===== config.mk =====
export PLATFORM = sky130hd
export DESIGN_NAME = muldiv_unit
export DESIGN_NICKNAME = d
export VERILOG_FILES = /design/src/core/muldiv_pkg.sv /design/src/core/muldiv_unit.sv
export SDC_FILE = /design/constraint.sdc
export NUM_CORES = 2
export LEC_CHECK = 0
export CAP_MARGIN = 20
export CORE_MARGIN = 2
export CORE_UTILIZATION = 40
export CTS_CLUSTER_DIAMETER = 40
export DETAILED_ROUTE_END_ITERATION = 8
export DONT_BUFFER_PORTS = 1
export PLACE_DENSITY = 0.63
export SLEW_MARGIN = 20
export SYNTH_ARGS = -nofsm -noshare
export SYNTH_HDL_FRONTEND = slang
export SYNTH_SLANG_ARGS = --single-unit
export TNS_END_PERCENT = 5

===== constraint.sdc =====
create_clock -name clock -period 18.6 [get_ports clock]
set_input_delay 1.86 -clock clock [delete_from_list [all_inputs] [get_ports clock]]
set_output_delay 1.86 -clock clock [all_outputs]
set_load 0.01 [all_outputs]

===== src/core/muldiv_pkg.sv =====
`default_nettype none

package muldiv_pkg;

	// ------------------------------------------------------------
	// Widths.
	// ------------------------------------------------------------
	localparam int unsigned DATA_W  = 32;
	localparam int unsigned SLICE_W = 16;
	localparam int unsigned CNT_W   = 6;

	// Dividend widths that early-in detection looks for.
	localparam int unsigned FIT_8  = 8;
	localparam int unsigned FIT_16 = 16;
	localparam int unsigned FIT_24 = 24;

	// ------------------------------------------------------------
	// Divide timing.
	// ------------------------------------------------------------
	// Iterations skipped for each dividend width.
	localparam logic [CNT_W-1:0] SKIP_W8  = 6'h17;
	localparam logic [CNT_W-1:0] SKIP_W16 = 6'h0F;
	localparam logic [CNT_W-1:0] SKIP_W24 = 6'h07;
	localparam logic [CNT_W-1:0] SKIP_W32 = 6'h00;

	// Latency in clocks for each dividend width.
	localparam logic [CNT_W-1:0] DIV_LAT_W8  = 6'h0C;
	localparam logic [CNT_W-1:0] DIV_LAT_W16 = 6'h13;
	localparam logic [CNT_W-1:0] DIV_LAT_W24 = 6'h1A;
	localparam logic [CNT_W-1:0] DIV_LAT_W32 = 6'h21;

	// Quotient bits of a full divide, and the highest counter value at
	// which the integer pipeline is no longer held off.
	localparam logic [CNT_W-1:0] DIV_BITS  = 6'h20;
	localparam logic [CNT_W-1:0] CNT_ONE   = 6'h01;

	// ------------------------------------------------------------
	// Enumerations.
	// ------------------------------------------------------------
	typedef enum logic [4:0] {
		OP_MULT = 5'h01,
		OP_MADD = 5'h02,
		OP_MSUB = 5'h04,
		OP_MUL  = 5'h08,
		OP_DIV  = 5'h10
	} mdu_op_t;

	typedef enum logic [1:0] {
		ST_IDLE = 2'h1,
		ST_DIV  = 2'h2
	} div_state_t;

endpackage

`default_nettype wire


===== src/core/muldiv_unit.sv =====
`timescale 1ns/10ps
`default_nettype none

module muldiv_unit (
	input  wire logic                          clock,
	input  wire logic                          rst,
	input  wire logic                          issue_valid,
	input  wire muldiv_pkg::mdu_op_t           issue_op,
	input  wire logic                          issue_signed,
	input  wire logic [muldiv_pkg::DATA_W-1:0] first_operand,
	input  wire logic [muldiv_pkg::DATA_W-1:0] second_operand,
	output logic                               stall,
	output logic                               div_busy,
	output logic [muldiv_pkg::DATA_W-1:0]      result_high_reg,
	output logic [muldiv_pkg::DATA_W-1:0]      result_low_reg,
	output logic [muldiv_pkg::DATA_W-1:0]      gpr_result,
	output logic                               gpr_valid
);
	import muldiv_pkg::*;

	// ------------------------------------------------------------
	// State.
	// ------------------------------------------------------------
	typedef struct packed {
		div_state_t          state;
		logic [CNT_W-1:0]    div_cnt;
		logic [CNT_W-1:0]    div_iters;
		logic [DATA_W:0]     div_rem;
		logic [DATA_W-1:0]   div_quot;
		logic [DATA_W-1:0]   div_divisor;
		logic                div_neg_q;
		logic                div_neg_r;
		logic                s1_valid;
		mdu_op_t             s1_op;
		logic                s1_wide;
		logic                s1_sgn;
		logic [DATA_W-1:0]   s1_a;
		logic [DATA_W-1:0]   s1_b;
		logic                s2_valid;
		mdu_op_t             s2_op;
		logic                s2_sgn;
		logic [DATA_W-1:0]   s2_a;
		logic [SLICE_W:0]    s2_bhi;
		logic [2*DATA_W-1:0] s2_partial;
		logic [DATA_W-1:0]   gpr_pend;
		logic                gpr_pend_valid;
		logic [DATA_W-1:0]   hi;
		logic [DATA_W-1:0]   lo;
		logic [DATA_W-1:0]   gpr;
		logic                gpr_out;
		logic                stall;
		logic                busy;
	} mdu_state_t;

	mdu_state_t st;
	mdu_state_t next_st;

	// ------------------------------------------------------------
	// Helpers.
	// ------------------------------------------------------------
	// True when a value is representable in n bits, signed or not.
	// A signed value fits when every bit from n-1 upward copies the sign.
	// An unsigned value fits when every bit from n upward is zero.
	// The same test serves the multiplier and the dividend width.
	function automatic logic fits(input logic [DATA_W-1:0] v,
		input logic sgn, input int unsigned n);
		logic [DATA_W-1:0] up;
		up = sgn ? DATA_W'($signed(v) >>> (n - 1)) : (v >> n);
		return (up == '0) || (sgn && (up == '1));
	endfunction

	// One pass through the 32 by 16 array, with a 17-bit signed slice.
	// The extra slice bit lets a signed narrow operand and the lower
	// half of a wide one share the same array.
	function automatic logic [2*DATA_W-1:0] pass_prod(
		input logic [DATA_W-1:0] a, input logic sgn,
		input logic [SLICE_W:0] b);
		logic signed [DATA_W+SLICE_W+1:0] p;
		p = $signed({sgn & a[DATA_W-1], a}) * $signed(b);
		return (2*DATA_W)'(p);
	endfunction

	// ------------------------------------------------------------
	// Next-state logic.
	// ------------------------------------------------------------
	// Computes every register of the unit for the coming edge.
	always_comb begin
		logic                take;
		logic                wide;
		logic                div_done;
		logic                fin;
		mdu_op_t             fop;
		logic [DATA_W-1:0]   div_q;
		logic [DATA_W-1:0]   div_r;
		logic [2*DATA_W-1:0] hilo;
		logic [2*DATA_W-1:0] p1;
		logic [2*DATA_W-1:0] p2;
		logic [2*DATA_W-1:0] fprod;
		logic [DATA_W:0]     shifted;
		logic [DATA_W+1:0]   trial;
		logic                neg_a;
		logic                neg_b;
		logic [DATA_W-1:0]   abs_a;
		logic [DATA_W-1:0]   abs_b;
		logic [CNT_W-1:0]    skip;
		logic [CNT_W-1:0]    lat;
		// Defaults keep the width select free of latches.
		skip = SKIP_W32;
		lat = DIV_LAT_W32;
		next_st = st;
		next_st.gpr_out = 1'b0;
		// Nothing else looks at the stall, so work in flight moves on.
		// Issue gating only.
		take = issue_valid && !st.stall;
		wide = !fits(second_operand, issue_signed, SLICE_W);
		div_done = (st.state == ST_DIV) && (st.div_cnt == '0);
		div_q = st.div_neg_q ? -st.div_quot : st.div_quot;
		div_r = st.div_neg_r ? -st.div_rem[DATA_W-1:0]
			: st.div_rem[DATA_W-1:0];
		// A finishing divide forwards into an accumulate on the same edge.
		hilo = div_done ? {div_r, div_q} : {st.hi, st.lo};
		shifted = {st.div_rem[DATA_W-1:0], st.div_quot[DATA_W-1]};
		trial = {1'b0, shifted} - {2'b00, st.div_divisor};
		neg_a = issue_signed && first_operand[DATA_W-1];
		neg_b = issue_signed && second_operand[DATA_W-1];
		abs_a = neg_a ? -first_operand : first_operand;
		abs_b = neg_b ? -second_operand : second_operand;

		if (fits(first_operand, issue_signed, FIT_8)) begin
			skip = SKIP_W8;
			lat = DIV_LAT_W8;
		end else if (fits(first_operand, issue_signed, FIT_16)) begin
			skip = SKIP_W16;
			lat = DIV_LAT_W16;
		end else if (fits(first_operand, issue_signed, FIT_24)) begin
			skip = SKIP_W24;
			lat = DIV_LAT_W24;
		end else begin
			skip = SKIP_W32;
			lat = DIV_LAT_W32;
		end

		// Divide engine: counts down the latency, steps in the last cycles.
		// The counter idles while it is above the quotient bits left
		// after the skip, so the result lands at the promised latency.
		// Each step is restoring: the trial difference is kept only
		// when it does not borrow.
		unique case (st.state)
			ST_IDLE: begin
				next_st.state = ST_IDLE;
			end
			ST_DIV: begin
				if (div_done) begin
					next_st.hi = div_r;
					next_st.lo = div_q;
					next_st.state = ST_IDLE;
				end else begin
					next_st.div_cnt = st.div_cnt - CNT_ONE;
					if (st.div_cnt <= st.div_iters) begin
						next_st.div_quot = {st.div_quot[DATA_W-2:0],
							!trial[DATA_W+1]};
						next_st.div_rem = trial[DATA_W+1] ? shifted
							: trial[DATA_W:0];
					end
				end
			end
			default: begin
				next_st.state = ST_IDLE;
			end
		endcase

		p1 = pass_prod(st.s1_a, st.s1_sgn, st.s1_wide
			? {1'b0, st.s1_b[SLICE_W-1:0]}
			: {st.s1_sgn & st.s1_b[SLICE_W-1], st.s1_b[SLICE_W-1:0]});
		p2 = st.s2_partial
			+ (pass_prod(st.s2_a, st.s2_sgn, st.s2_bhi) << SLICE_W);
		// Stage two and a narrow stage one never finish on the same edge.
		fin = st.s2_valid || (st.s1_valid && !st.s1_wide);
		fop = st.s2_valid ? st.s2_op : st.s1_op;
		fprod = st.s2_valid ? p2 : p1;

		next_st.gpr_pend_valid = 1'b0;
		if (fin) begin
			unique case (fop)
				OP_MULT: begin
					{next_st.hi, next_st.lo} = fprod;
				end
				OP_MADD: begin
					{next_st.hi, next_st.lo} = hilo + fprod;
				end
				OP_MSUB: begin
					{next_st.hi, next_st.lo} = hilo - fprod;
				end
				OP_MUL: begin
					next_st.gpr_pend = fprod[DATA_W-1:0];
					next_st.gpr_pend_valid = 1'b1;
				end
				default: begin
					next_st.gpr_pend_valid = 1'b0;
				end
			endcase
		end

		// The register form takes one stage more than the accumulator.
		// Extra stage for register write.
		if (st.gpr_pend_valid) begin
			next_st.gpr = st.gpr_pend;
			next_st.gpr_out = 1'b1;
		end

		// Stage one hands a wide multiply to the second pass.
		next_st.s2_valid = st.s1_valid && st.s1_wide;
		next_st.s2_op = st.s1_op;
		next_st.s2_sgn = st.s1_sgn;
		next_st.s2_a = st.s1_a;
		next_st.s2_bhi = {st.s1_sgn & st.s1_b[DATA_W-1],
			st.s1_b[DATA_W-1:SLICE_W]};
		next_st.s2_partial = p1;

		// Issue of a multiply into stage one.
		next_st.s1_valid = take && (issue_op != OP_DIV);
		if (take) begin
			next_st.s1_op = issue_op;
			next_st.s1_wide = wide;
			next_st.s1_sgn = issue_signed;
			next_st.s1_a = first_operand;
			next_st.s1_b = second_operand;
		end

		if (take && (issue_op == OP_DIV)) begin
			next_st.state = ST_DIV;
			next_st.div_quot = abs_a << skip;
			next_st.div_rem = '0;
			next_st.div_divisor = abs_b;
			next_st.div_neg_q = neg_a ^ neg_b;
			next_st.div_neg_r = neg_a;
			next_st.div_iters = DIV_BITS - skip;
			next_st.div_cnt = lat - CNT_ONE;
		end

		// A divide frees the pipeline one cycle before its result.
		// A narrow multiply taken then finishes with the divide and wins.
		// An accumulate taken then adds onto the forwarded result.
		// A second divide taken then restarts the engine.
		// Wide multiply blocks next cycle.
		next_st.stall = (take && (issue_op != OP_DIV) && wide)
			|| ((next_st.state == ST_DIV) && (next_st.div_cnt > CNT_ONE));
		// Busy is kept in a flop so the output needs no decode.
		next_st.busy = (next_st.state == ST_DIV);
	end

	// ------------------------------------------------------------
	// Registers.
	// ------------------------------------------------------------
	// All state in one register; reset clears it except the state and op fields.
	// The op fields reset to a legal code so that the stage decoders
	// never meet an all-zero op after reset.
	always_ff @(posedge clock or posedge rst) begin
		if (rst) begin
			st <= '0;
			st.state <= ST_IDLE;
			st.s1_op <= OP_MULT;
			st.s2_op <= OP_MULT;
		end else begin
			st <= next_st;
		end
	end

	// Outputs straight from the state register.
	assign stall = st.stall;
	assign div_busy = st.busy;
	assign result_high_reg = st.hi;
	assign result_low_reg = st.lo;
	assign gpr_result = st.gpr;
	assign gpr_valid = st.gpr_out;

endmodule

`default_nettype wire


==> impl_metrics.ini <==
[outcome]
status = complete, no violations

[setup_path]
worstPathMaxFanout = 17
crit_path_start = st[222]$_DFF_PP0_
critPathMaxStageDelay_ps = 1030
crit_path_frequent_cell = a21oi_1
cp.arrival_ps = 14110
r2r-start = st[222]$_DFF_PP0_
end_kind = register
critPathSlowestCell = dfrtp_1
cp-start-kind = register
ff2ff_setup_slack_ps = 5060
rr_worst_depth = 47
crit_path_end = result_high_reg[31]$_DFF_PP0_
crit_type = reg -> reg
required_ps = 19180
r2r-end = result_high_reg[31]$_DFF_PP0_

[job]
maxCapViolations = 0

[synth]
synth.area.top_cells = fa_1 (31%), dfrtp_1 (15%), ha_1 (7.2%)
synth_top_area_frac = 0.312
synthMuxAreaShare = 0.0163
synth-compound-area-share = 0.124
synth_top_family_by_area = adder cells
synth_edf_count = 0
synth_top_area_cell = fa_1
syn_inst = 7803
synthSimpleGateAreaFrac = 0.172
synth_seq_cells = 420
syn-num-nets = 9333
yosys.cell_count.top_type = nand2_1
synth_common_cells = nand2_1 (1191), inv_1 (1189), fa_1 (1062)
synth_warnings = 0
syn_area_um2 = 68200
ys_async_sr_fraction = 1.00
ys.flop_type = dfrtp_1
synth.yosys.seq_area_share = 0.154
avgSynthCellArea_um2 = 8.74
synth_xor_area_frac = 0.0519
synth-adder-area-share = 0.384
synth.distinct_cells = 111

[grt]
grt_use_total = 0.270
grt_pass1_vias = 57200
antenna_found_initial = 24
overflow = 0
grt_start_max_net_pins = 122
grt_pass1_wl_um = 358000

[cts]
clkSinkCount = 420
cts.clk_slew.worst_paths_ps = 60
h-tree-depth = 3
cts-root-buf = clkbuf_16
post-cts-setup-buffers = 0
clock_latency_ps = 740
tritoncts = done
clockBufferDepth = 3
cts_resized = 0
hold_buffers = 0
cts_made_buffers = 89

[detailed_routing]
ant_nets = 0
num_vias = 55500
wl_per_cell_um = 23.7
first_iter_violations = 5197
dr.pass1.iters = 6
vias_per_cell = 5.64
drc = 0
routed_wl_um = 233000

[finish]
areaGrowthSynthToFinish_pct = 6.83
drive_above_1_share = 0.0588
largest_register = st
largest_register_ffs = 267
final_util = 0.430
finalNetCount = 9068

[die]
rows = 151
die-area_um2 = 174000
num_io_pins = 172
die_w_um = 417
die_h_um = 417
core_region_area_um2 = 169000
start_util = 0.403

[timing]
fmax_mhz = 73.9
finalHoldViolCount = 0
fin_crit_sh = 0.728
rsz0062_at_grt = false
slew_headroom = 0.172
setup_viol_count_final = 0
finalMaxSlewViolations = 0
worstMarginPinSlew_ps = 1230
tns_ps = 0
skew_ps = 74.4
finalCriticalPeriod_ps = 13540

[placed_design]
gp_congestion = 0.991
portBuffers = 0
place_hpwl_um = 183000

[min_path]
hold_class = reg -> reg
## worst max-delay path, delay by kind of cell (launching register included)
kind / cells / cell delay, ps
and+or+nand+nor: 10 / 1900
xor gates and xnor gates: 3 / 750
buffers and inverters: 3 / 160
DFF: 1 / 1030
adders and majority gates: 9 / 4150
AOI/OAI and AO/OA: 22 / 5370
## kinds of logic after synthesis
group           after synthesis
flops                       420
mux                         103
xor+xnor                    403
buf+inv                    1652
compound gates             1294
simple gates               2474
fa+ha+maj                  1457
## per-stage QoR
stage               instance area [µm²]  setup slack (ps)  cells  hold slack [ps]
finish                            72900              5060   9841              377
detailed placement                69700              5300   9665              364
global route                      72900              4210   9832              389
floorplan                         68200              5050   7803              352
CTS                               72900              5210   9832              373
global placement                  69700              5440   9665              363
## placed cells by master (no fill, tap or decap), types with 17 or more instances in the layout
cell       synthesis  layout
a22oi_1           39      39
nand4_1           44      44
o21a_1            41      41
nand3_1           87      87
o21ai_0          341     340
buf_4             97     104
o31ai_1           52      52
o211ai_1          25      25
ha_1             395     395
xor2_1           189     189
or2_2             49      49
and2_1           472     472
nor4_1            18      18
inv_1           1189    1188
dfrtp_1          417     412
xnor2_1          213     213
or3_1             38      38
nand2_1         1191    1190
o41ai_1           18      18
a211oi_1          24      23
o21bai_1          38      38
nor3_1            63      63
mux2i_1           40      39
or4_1             18      18
clkbuf_16          0      89
mux2_2            62      62
nor2b_1           34      33
inv_6              0      17
a21o_1           105     105
a21oi_1          326     325
and3_1            48      48
o2bb2ai_1         46      46
fa_1            1062    1062
nand2b_1          65      64
a31oi_1           34      34
nor2_1           288     284
## layer usage
metal / GRT usage / up-vias / routed length [µm] / part of all wire
li1: - / 24300 / - / -
met1: 0.366 / 28200 / 97600 / 0.42
met2: 0.421 / 2442 / 104000 / 0.45
met3: 0.0485 / 493 / 19600 / 0.084
met4: 0.124 / 6 / 12100 / 0.052
met5: 0 / - / 33 / 0.00014
## how the worst min path moves through the flow
stage                                   from                  end  slack [ps]  depth (start not counted)
detailed placement  next_st[201]$_DFFE_PP0P_    st[201]$_DFF_PP0_         360                          0
floorplan                   st[99]$_DFF_PP0_  gpr_valid$_DFF_PP0_         350                          0
global placement    next_st[204]$_DFFE_PP0P_    st[204]$_DFF_PP0_         360                          0
finish              next_st[201]$_DFFE_PP0P_    st[201]$_DFF_PP0_         380                          0
global route        next_st[208]$_DFFE_PP0P_    st[208]$_DFF_PP0_         390                          0
CTS                 next_st[209]$_DFFE_PP0P_    st[209]$_DFF_PP0_         370                          0
## cell type report
type	count	area, µm²
repair buffers	105	792
clock inverters	68	870
fillers	16500	96600
inverters	1191	4480
multi-input cells	5731	51100
well taps	2218	2780
flip-flops and latches	420	10500
diodes	9	22.5
clock buffers	99	2300
Power is left out: the tool's default activity adds up to more than one toggle a clock period on the data nets, which glitch-free logic cannot reach.
